--- config.mk ---
export PLATFORM = sky130hd
export DESIGN_NAME = spu_unit
export DESIGN_NICKNAME = d
export VERILOG_FILES = /design/src/spu_pkg.sv /design/src/spu_rate_div.sv /design/src/spu_unit.sv
export SDC_FILE = /design/constraint.sdc
export NUM_CORES = 1
export LEC_CHECK = 0
export BUFFER_PORTS_ARGS = -buffer_cell sky130_fd_sc_hd__buf_2
export CORE_UTILIZATION = 45
export CTS_CLUSTER_DIAMETER = 40
export DETAILED_ROUTE_END_ITERATION = 10
export GPL_TIMING_DRIVEN = 0
export PLACE_DENSITY = 0.82
export SYNTH_ARGS = -nofsm -noshare
export SYNTH_HDL_FRONTEND = slang
export SYNTH_SLANG_ARGS = --single-unit
--- constraint.sdc ---
create_clock -name sys_clk -period 2.9 [get_ports sys_clk]
set_input_delay 0.145 -clock sys_clk [delete_from_list [all_inputs] [get_ports sys_clk]]
set_output_delay 0.145 -clock sys_clk [all_outputs]
set_load 0.01 [all_outputs]
--- src/spu_pkg.sv ---
// package of the serial peripheral unit: register map, field layouts, reset values, states
// assumes a classic wishbone slave with 32-bit data and byte addresses
package spu_pkg;

    // ************************************************************
    // register byte offsets
    // ************************************************************
    localparam logic [7:0] ADR_CTRL = 8'h00;
    localparam logic [7:0] ADR_DATA = 8'h04;
    localparam logic [7:0] ADR_STAT = 8'h08;
    localparam logic [7:0] ADR_MASK = 8'h0c;
    localparam logic [7:0] ADR_SSEL = 8'h10;

    // ************************************************************
    // reset values
    // ************************************************************
    localparam logic [7:0] CTRL_RST = 8'h00;
    localparam logic [7:0] STAT_RST = 8'h00;
    localparam logic [7:0] MASK_RST = 8'h00;
    localparam logic [2:0] SSEL_RST = 3'h0;
    localparam logic [7:0] DATA_RST = 8'h00;

    // ************************************************************
    // timing and framing counts
    // ************************************************************
    // half serial clock period at the fastest rate, in system clocks
    localparam logic [4:0] HALF_BASE     = 5'h02;
    localparam logic [3:0] BITS_PER_BYTE = 4'h8;

    // ************************************************************
    // field layouts
    // ************************************************************
    typedef struct packed {
        logic [1:0] spare;
        logic [1:0] rate;
        logic       cpha;
        logic       cpol;
        logic       master;
        logic       enable;
    } spu_ctrl_t;

    typedef struct packed {
        logic [4:0] spare;
        logic       modeFault;
        logic       writeColl;
        logic       xferDone;
    } spu_stat_t;

    // ************************************************************
    // master sequencer states
    // ************************************************************
    typedef enum logic [1:0] {
        ST_IDLE = 2'b00,
        ST_XFER = 2'b01,
        ST_DONE = 2'b10
    } spu_state_t;

endpackage

--- src/spu_rate_div.sv ---
// serial clock rate divider: one tick per half serial clock period
// assumes run is held high for the whole master exchange
`timescale 1ns/1ps
module spu_rate_div (
    // clock and reset
    input  wire logic       sys_clk,
    input  wire logic       rst,
    // control
    input  wire logic       run,
    input  wire logic [1:0] rate,
    // event
    output logic            tick
);

    // ************************************************************
    // half period counter
    // ************************************************************
    logic [4:0] cnt_r;
    logic [4:0] cnt_nxt;
    logic [4:0] term;

    always_comb begin
        // rates are 4, 8, 16 and 32 system clocks per serial bit
        term    = (spu_pkg::HALF_BASE << rate) - 5'h01; // [RULE_05] [RULE_06]
        tick    = run && (cnt_r == term);
        cnt_nxt = cnt_r;
        if (!run || tick) begin
            cnt_nxt = 5'h00;
        end else begin
            cnt_nxt = cnt_r + 5'h01;
        end
    end

    always_ff @(posedge sys_clk or posedge rst) begin
        if (rst) begin
            cnt_r <= 5'h00;
        end else begin
            cnt_r <= cnt_nxt;
        end
    end

endmodule

--- src/spu_unit.sv ---
// serial peripheral unit: master or slave byte exchange behind a classic wishbone slave
// assumes all pin inputs are synchronous to sys_clk; the pad logic resolves the enables
`timescale 1ns/1ps

// Overview of operation
// [RULE_01] software picks master mode (own serial clock) or slave mode (external clock)
// [RULE_02] software sets clock idle polarity and sampling phase, two protocols per polarity
// [RULE_03] shifting and sampling on both data lines follow the one serial clock line
// [RULE_04] full duplex: one bit out and one bit in during each clock period
// [RULE_05] serial bit rate never above a quarter of the system clock
// [RULE_06] master mode offers exactly four software selected serial clock rates
// [RULE_07] master drives eight slave select lines, the addressed one low during exchange
// [RULE_08] writing the data register during a transfer sets the write collision flag
// [RULE_09] master seeing another master flags mode fault and turns its drivers off; code floats clock and master data, drives slave data while selected
// [RULE_10] separate enable keeps the clock pin undriven unless acting as master
// [RULE_11] an external master holds slave select low from before first edge to after last bit
// [RULE_12] each finished byte sets a done flag, pollable or routed to the interrupt
module spu_unit (
    // clock and reset
    input  wire logic        sys_clk,
    input  wire logic        rst,
    // wishbone slave
    input  wire logic        wb_cyc_i,
    input  wire logic        wb_stb_i,
    input  wire logic        wb_we_i,
    input  wire logic [7:0]  wb_adr_i,
    input  wire logic [3:0]  wb_sel_i,
    input  wire logic [31:0] wb_dat_i,
    output logic [31:0]      wb_dat_o,
    output logic             wb_ack_o,
    // interrupt
    output logic             irq,
    // serial clock pin
    input  wire logic        sclkIn,
    output logic             sclkOut,
    output logic             sclkOeN,
    // master side data pins
    input  wire logic        master_data_in,
    output logic             master_data_out,
    output logic             masterDataOeN,
    // slave side data pins
    input  wire logic        slaveDataIn,
    output logic             slaveDataOut,
    output logic             slaveDataOeN,
    // slave selects
    input  wire logic        slaveSelInN,
    output logic [7:0]       slaveSelOutN
);

    // ************************************************************
    // state
    // ************************************************************
    spu_pkg::spu_ctrl_t  ctrl_r;
    spu_pkg::spu_ctrl_t  ctrl_nxt;
    spu_pkg::spu_stat_t  stat_r;
    spu_pkg::spu_stat_t  stat_nxt;
    spu_pkg::spu_stat_t  mask_r;
    spu_pkg::spu_stat_t  mask_nxt;
    spu_pkg::spu_state_t state_r;
    spu_pkg::spu_state_t state_nxt;
    logic [2:0]          ssel_r;
    logic [2:0]          ssel_nxt;
    logic [7:0]          shift_r;
    logic [7:0]          shift_nxt;
    logic [7:0]          rxData_r;
    logic [7:0]          rxData_nxt;
    logic [3:0]          bitCnt_r;
    logic [3:0]          bitCnt_nxt;
    logic                outBit_r;
    logic                outBit_nxt;
    logic                rxBit_r;
    logic                rxBit_nxt;
    logic                sclk_r;
    logic                sclk_nxt;
    logic                sclkPrev_r;
    logic                sclkPrev_nxt;
    logic [7:0]          ssOut_r;
    logic [7:0]          ssOut_nxt;
    logic                ack_r;
    logic                ack_nxt;
    logic [31:0]         rdat_r;
    logic [31:0]         rdat_nxt;

    // ************************************************************
    // decode and edge events
    // ************************************************************
    logic       busAccess;
    logic       busWrite;
    logic       busRead;
    logic       lowLane;
    logic       isMaster;
    logic       isSlave;
    logic       tick;
    logic       leadEdge;
    logic       trailEdge;
    logic       inBit;
    logic       busy;
    logic       dataWrite;
    logic       byteDone;
    logic       modeFault;
    logic       slaveOff;
    logic [7:0] w1c;

    always_comb begin
        busAccess = wb_cyc_i && wb_stb_i && !ack_r;
        busWrite  = wb_cyc_i && wb_stb_i && wb_we_i && ack_r; // writes commit at the edge that completes the handshake
        busRead   = busAccess && !wb_we_i;
        // every register sits in byte lane 0
        lowLane   = wb_sel_i[0];
        isMaster  = ctrl_r.enable && ctrl_r.master; // [RULE_01]
        isSlave   = ctrl_r.enable && !ctrl_r.master; // [RULE_01]
        slaveOff  = slaveSelInN;
        // another master pulling our select low while we lead the bus
        modeFault = isMaster && !slaveSelInN; // [RULE_09]
        leadEdge  = 1'b0;
        trailEdge = 1'b0;
        // leading edge leaves the idle level, trailing edge returns to it
        if (isMaster && (state_r == spu_pkg::ST_XFER)) begin
            leadEdge  = tick && (sclk_r == ctrl_r.cpol); // [RULE_03]
            trailEdge = tick && (sclk_r != ctrl_r.cpol); // [RULE_03]
        end else if (isSlave && !slaveOff) begin
            leadEdge  = (sclkIn != sclkPrev_r) && (sclkPrev_r == ctrl_r.cpol); // [RULE_03]
            trailEdge = (sclkIn != sclkPrev_r) && (sclkPrev_r != ctrl_r.cpol); // [RULE_03]
        end
        inBit     = isMaster ? master_data_in : slaveDataIn;
        busy      = (isMaster && (state_r != spu_pkg::ST_IDLE))
                    || (isSlave && !slaveOff && (bitCnt_r != 4'h0));
        dataWrite = busWrite && lowLane && (wb_adr_i == spu_pkg::ADR_DATA);
        byteDone  = trailEdge && (bitCnt_r == (spu_pkg::BITS_PER_BYTE - 4'h1));
        w1c       = (busWrite && lowLane && (wb_adr_i == spu_pkg::ADR_STAT)) ? wb_dat_i[7:0] : 8'h00;
    end

    spu_rate_div u_rate_div (
        .sys_clk (sys_clk),
        .rst     (rst),
        .run     (isMaster && (state_r == spu_pkg::ST_XFER)),
        .rate    (ctrl_r.rate),
        .tick    (tick)
    );

    // ************************************************************
    // register file and bus answer
    // ************************************************************
    always_comb begin
        ctrl_nxt = ctrl_r;
        mask_nxt = mask_r;
        ssel_nxt = ssel_r;
        ack_nxt  = busAccess;
        rdat_nxt = rdat_r;
        if (busWrite && lowLane) begin
            case (wb_adr_i)
                spu_pkg::ADR_CTRL: begin
                    ctrl_nxt = spu_pkg::spu_ctrl_t'(wb_dat_i[7:0]); // [RULE_01] [RULE_02] [RULE_06]
                    ctrl_nxt.spare = 2'b00;
                end
                spu_pkg::ADR_MASK: begin
                    mask_nxt = spu_pkg::spu_stat_t'(wb_dat_i[7:0]);
                    mask_nxt.spare = 5'h00;
                end
                spu_pkg::ADR_SSEL: begin
                    ssel_nxt = wb_dat_i[2:0];
                end
                default: ssel_nxt = ssel_r;
            endcase
        end
        // a mode fault drops master mode, which releases the clock and master data drivers
        if (modeFault) begin
            ctrl_nxt.master = 1'b0; // [RULE_09]
        end
        if (busRead) begin
            case (wb_adr_i)
                spu_pkg::ADR_CTRL: rdat_nxt = {24'h000000, ctrl_r};
                spu_pkg::ADR_DATA: rdat_nxt = {24'h000000, rxData_r};
                spu_pkg::ADR_STAT: rdat_nxt = {24'h000000, stat_r};
                spu_pkg::ADR_MASK: rdat_nxt = {24'h000000, mask_r};
                spu_pkg::ADR_SSEL: rdat_nxt = {29'h00000000, ssel_r};
                default:           rdat_nxt = 32'h00000000;
            endcase
        end
    end

    always_ff @(posedge sys_clk or posedge rst) begin
        if (rst) begin
            ctrl_r <= spu_pkg::spu_ctrl_t'(spu_pkg::CTRL_RST);
            mask_r <= spu_pkg::spu_stat_t'(spu_pkg::MASK_RST);
            ssel_r <= spu_pkg::SSEL_RST;
            ack_r  <= 1'b0;
            rdat_r <= 32'h00000000;
        end else begin
            ctrl_r <= ctrl_nxt;
            mask_r <= mask_nxt;
            ssel_r <= ssel_nxt;
            ack_r  <= ack_nxt;
            rdat_r <= rdat_nxt;
        end
    end

    // ************************************************************
    // sticky status and interrupt
    // ************************************************************
    always_comb begin
        // a new event in the clearing cycle survives the clear
        stat_nxt = spu_pkg::spu_stat_t'(stat_r & ~spu_pkg::spu_stat_t'(w1c));
        if (byteDone) begin
            stat_nxt.xferDone = 1'b1; // [RULE_12]
        end
        if (dataWrite && busy) begin
            stat_nxt.writeColl = 1'b1; // [RULE_08]
        end
        if (modeFault) begin
            stat_nxt.modeFault = 1'b1; // [RULE_09]
        end
        stat_nxt.spare = 5'h00;
    end

    always_ff @(posedge sys_clk or posedge rst) begin
        if (rst) begin
            stat_r <= spu_pkg::spu_stat_t'(spu_pkg::STAT_RST);
        end else begin
            stat_r <= stat_nxt;
        end
    end

    // ************************************************************
    // shifter and sequencer
    // ************************************************************
    always_comb begin
        state_nxt    = state_r;
        shift_nxt    = shift_r;
        rxData_nxt   = rxData_r;
        bitCnt_nxt   = bitCnt_r;
        outBit_nxt   = outBit_r;
        rxBit_nxt    = rxBit_r;
        sclk_nxt     = sclk_r;
        sclkPrev_nxt = sclkIn;
        ssOut_nxt    = 8'hff;
        // a colliding write is dropped so the byte on the wire stays intact
        if (dataWrite && !busy && ctrl_r.enable) begin
            shift_nxt  = wb_dat_i[7:0];
            outBit_nxt = wb_dat_i[7];
            bitCnt_nxt = 4'h0;
        end
        // phase 0 samples on the leading edge and shifts on the trailing one
        if (leadEdge) begin
            if (ctrl_r.cpha) begin
                outBit_nxt = shift_r[7]; // [RULE_02] [RULE_04]
            end else begin
                rxBit_nxt = inBit; // [RULE_02] [RULE_04]
            end
        end
        if (trailEdge) begin
            if (ctrl_r.cpha) begin
                shift_nxt = {shift_r[6:0], inBit}; // [RULE_04]
            end else begin
                shift_nxt  = {shift_r[6:0], rxBit_r}; // [RULE_04]
                outBit_nxt = shift_r[6];
            end
            bitCnt_nxt = bitCnt_r + 4'h1;
        end
        if (byteDone) begin
            rxData_nxt = ctrl_r.cpha ? {shift_r[6:0], inBit} : {shift_r[6:0], rxBit_r};
            bitCnt_nxt = 4'h0;
        end
        // the slave restarts its bit count whenever it is deselected
        if (isSlave && slaveOff) begin
            bitCnt_nxt = 4'h0; // [RULE_11]
        end
        case (state_r)
            spu_pkg::ST_IDLE: begin
                sclk_nxt = ctrl_r.cpol; // [RULE_02]
                if (isMaster && dataWrite) begin
                    state_nxt = spu_pkg::ST_XFER;
                end
            end
            spu_pkg::ST_XFER: begin
                ssOut_nxt[ssel_r] = 1'b0; // [RULE_07]
                sclk_nxt          = tick ? !sclk_r : sclk_r;
                if (byteDone) begin
                    state_nxt = spu_pkg::ST_DONE;
                end
            end
            spu_pkg::ST_DONE: begin
                // select is released one cycle after the last clock edge
                sclk_nxt  = ctrl_r.cpol;
                state_nxt = spu_pkg::ST_IDLE;
            end
            default: state_nxt = spu_pkg::ST_IDLE;
        endcase
        if (!isMaster) begin
            state_nxt = spu_pkg::ST_IDLE; // [RULE_09]
            sclk_nxt  = ctrl_r.cpol;
            ssOut_nxt = 8'hff;
            if (state_r != spu_pkg::ST_IDLE) begin
                bitCnt_nxt = 4'h0;
            end
        end
    end

    always_ff @(posedge sys_clk or posedge rst) begin
        if (rst) begin
            state_r    <= spu_pkg::ST_IDLE;
            shift_r    <= spu_pkg::DATA_RST;
            rxData_r   <= spu_pkg::DATA_RST;
            bitCnt_r   <= 4'h0;
            outBit_r   <= 1'b0;
            rxBit_r    <= 1'b0;
            sclk_r     <= 1'b0;
            sclkPrev_r <= 1'b0;
            ssOut_r    <= 8'hff;
        end else begin
            state_r    <= state_nxt;
            shift_r    <= shift_nxt;
            rxData_r   <= rxData_nxt;
            bitCnt_r   <= bitCnt_nxt;
            outBit_r   <= outBit_nxt;
            rxBit_r    <= rxBit_nxt;
            sclk_r     <= sclk_nxt;
            sclkPrev_r <= sclkPrev_nxt;
            ssOut_r    <= ssOut_nxt;
        end
    end

    // ************************************************************
    // outputs
    // ************************************************************
    // enables are low while driving; a faulted master floats clock and master data but drives slave data while its select is low
    assign sclkOut         = sclk_r;
    assign sclkOeN         = !isMaster; // [RULE_10]
    assign master_data_out = outBit_r;
    assign masterDataOeN   = !isMaster; // [RULE_09]
    assign slaveDataOut    = outBit_r;
    assign slaveDataOeN    = !(isSlave && !slaveOff);
    assign slaveSelOutN    = ssOut_r;
    assign wb_ack_o        = ack_r;
    assign wb_dat_o        = rdat_r;
    assign irq             = |(stat_r & mask_r);

endmodule

==> results.toml <==
[logic_synthesis]
synth_warnings = 0
synth_cell_type_count = 46
yosys.area.top_type = "dfrtp_1"
synth_ff_type = "dfrtp_1"
avgSynthCellArea_um2 = 10.3
ys_async_sr_fraction = 1.00
ys_ff_latch = 63
netlist_top_cells_area = "dfrtp_1, mux2_2, dfstp_2"
synth_top_cell_area_share = 0.429
netlist_area_mm2 = 0.00321
synth_edf_count = 0
ys_seq_area_frac = 0.494
syn_inst = 312

[clock_network]
clk_latency_ns = 0.35
htree_levels = 3
clock_path_buffers = 2
root_buffer = "clkbuf_8"
cts_tree = "done"
path_clk_slew_ns = 0.07
cts_resized = 0
cts_sinks = 63
cts_buffers = 9

[detailed_routing]
initialDrtViolationCount = 171
ant_nets = 0
drtPass1Iterations = 4
vias = 2457
drc = 0
wl_um = 6670
wl_per_cell_um = 13.4
viasPerCell = 4.94

[critical_path]
path_class = "reg -> reg"
critPathLaunchType = "flop"
cp_cell_sequence = "clkbuf_1 -> or3b_2 -> a21oi_1 -> inv_1 -> a21oi_1 -> buf_1 -> mux2_2"
worstPathArrival_ns = 2.79
required_ns = 3.13
crit_slowest_cell = "or3b_2"
cpMostUsedCell = "a21oi_1"
path_max_fanout = 10
path_buf_inv = 3
worstSetupEndpointType = "flop"
critPathMaxStageDelay_ns = 0.54
critical-path-top-delay-family = "buffers and inverters"

[finish]
regArea_mm2 = 0.00159
diodes = 0
final_nets = 452
areaGrowthSynthToFinish_pct = 21.4
layout-drive-gt1-share = 0.327
multi_input_area_mm2 = 0.00144
final_common_cell = "dfrtp_1"
final_cell_mix = "dfrtp_1, buf_2, nor2_1"
fillCellCount = 594
finalInstanceArea_mm2 = 0.00390

[die]
fp.dieArea_mm2 = 0.00748
coreArea_mm2 = 0.00683
die_w_um = 86.5
start_util = 0.470
rows = 30
die_h_um = 86.5
ios = 101

[timing]
fmax_mhz = 389
slew-limit-headroom = 0.539
tns_ns = 0
hold_viol_final = 0
fin_worst_skew_ns = 0.0111
rsz0062_at_grt = "false"
min_period_over_period = 0.886
finalSetupViolCount = 0
worst_slack_ns = 0.331
tightest_slew_ns = 0.685
period_needed_ns = 2.57
slew_viol_final = 0
hold_ws_ns = 0.0235

[placed_design]
numPortBuffers = 47
place.detailed.hpwl_um = 4980
place_area_mm2 = 0.00367
routabilityCongestion = 0.854
pre_cts_ws_ns = 0.376

[pwr]
power_frac_clock = 0.438
fin_total_pwr_w = 0.00178
powerDensity_mw_per_mm2 = 456
seq_power_share = 0.499
power.share.combinational = 0.063
p_sw_w = 0.000426
p_int_w = 0.00135
ir_drop_mv = 0.371
p_leak_nw = 1.85
swShare = 0.239

[global_route]
grt_first_pass_wirelength_um = 11300
overflow = 0
grt_max_degree = 45
grt_pass1_vias = 2388
antenna_found_initial = 0
grt_util_all_layers = 0.198

[flow_run]
cap_violations = 0

[status]
status = "finished clean"

[min_path]
min_path_type = "in -> reg"
-- power by group through the flow --
stage	logic [W]	registers (W)	clock network, W
3_5_place_dp	0.000110	0.000904	0
5_1_grt	0.000126	0.000888	0.000836
4_1_cts	0.000112	0.000888	0.000794
2_1_floorplan	0.0000729	0.000904	0
6_report	0.000112	0.000888	0.000780
3_3_place_gp	0.000104	0.000904	0
-- flip-flops by register name, summed over array words and instances (netlist names) --
signal and count:
rxBit_r 1, sclkPrev_r 1, ssel_r 3, ctrl_r 6
mask_r 3, slaveSelOutN 8, master_data_out 1, rxData_r 8
wb_dat_o 8, u_rate_div.cnt_r 5, wb_ack_o 1, stat_r 3
shift_r 8, sclkOut 1, state_r 2, bitCnt_r 4
-- worst paths after layout --
path	startpoint	endpoint	slack (ns)	depth (start not counted)
hold / removal	slaveSelInN	stat_r[2]$_DFF_PP0_	0.02	2
setup / recovery	ctrl_r[0]$_DFFE_PP0P_	rxData_r[1]$_DFFE_PP0P_	0.33	7
min in group asynchronous	rst	u_rate_div.cnt_r[1]$_DFF_PP0_	0.34	3
hold reg to reg	wb_ack_o$_DFF_PP0_	wb_ack_o$_DFF_PP0_	0.47	1
max in group asynchronous	rst	wb_dat_o[5]$_DFFE_PP0P_	1.99	4
setup reg to reg	ctrl_r[0]$_DFFE_PP0P_	rxData_r[1]$_DFFE_PP0P_	0.33	7
-- synthesized netlist by cell type (all sizes together), types with 2 or more instances --
| master | count |
|---|---|
| a22o | 2 |
| nor3 | 5 |
| a21oi | 15 |
| or3 | 5 |
| dfrtp | 55 |
| mux2i | 13 |
| nand3 | 11 |
| ha | 3 |
| mux2 | 23 |
| nand2 | 29 |
| o2111ai | 2 |
| xnor2 | 3 |
| dfstp | 8 |
| nor2 | 30 |
| and2 | 4 |
| buf | 28 |
| inv | 9 |
| a21o | 3 |
| or4 | 2 |
| nor2b | 3 |
| o21ai | 13 |
| or3b | 2 |
| nor4 | 3 |
| clkbuf | 9 |
| or2 | 2 |
| nand3b | 3 |
| a22oi | 6 |
| xor2 | 2 |
| a31oi | 2 |
| nand2b | 3 |
-- per-stage QoR --
step / cells / utilization
final: 497 / 0.571
after global routing: 497 / 0.571
after CTS: 497 / 0.571
after detailed placement: 479 / 0.538
after global placement: 478 / 0.535
after floorplan: 335 / -
-- per-layer routing --
layer  GRT usage  vias to the layer above  part of all wire
li1            -                     1205                 -
met1       0.256                     1167              0.45
met2       0.327                       68              0.49
met3      0.0467                       17             0.042
met4      0.0667                        0             0.017
met5           0                        -                 0
-- final cells by class --
type / count / area share
well taps: 96 / 0.0308
inverters: 9 / 0.00866
clock inverters: 6 / 0.0176
clock buffers: 10 / 0.0353
repair buffers: 50 / 0.0706
flip-flops and latches: 63 / 0.407
plain buffers: 37 / 0.0616
multi-input cells: 226 / 0.369
-- kinds of logic after synthesis --
group,Yosys count,synth area share
buffers and inverters,46,0.0853
AO/OA/AOI/OAI,54,0.111
multiplexers,36,0.121
adder cells (fa/ha/maj),3,0.0117
flip-flops,63,0.494
XOR/XNOR,5,0.0136
AND/OR/NAND/NOR,104,0.162
other,1,0.00117
-- timing repair --
action                                  in CTS  in global routing
buffers inserted                             0                  0
endpoints found under the setup margin       0                  0
hold endpoints to repair                    12                  0
hold buffers                                 2                  0
Note: power is estimated with default switching activity, not from simulation.
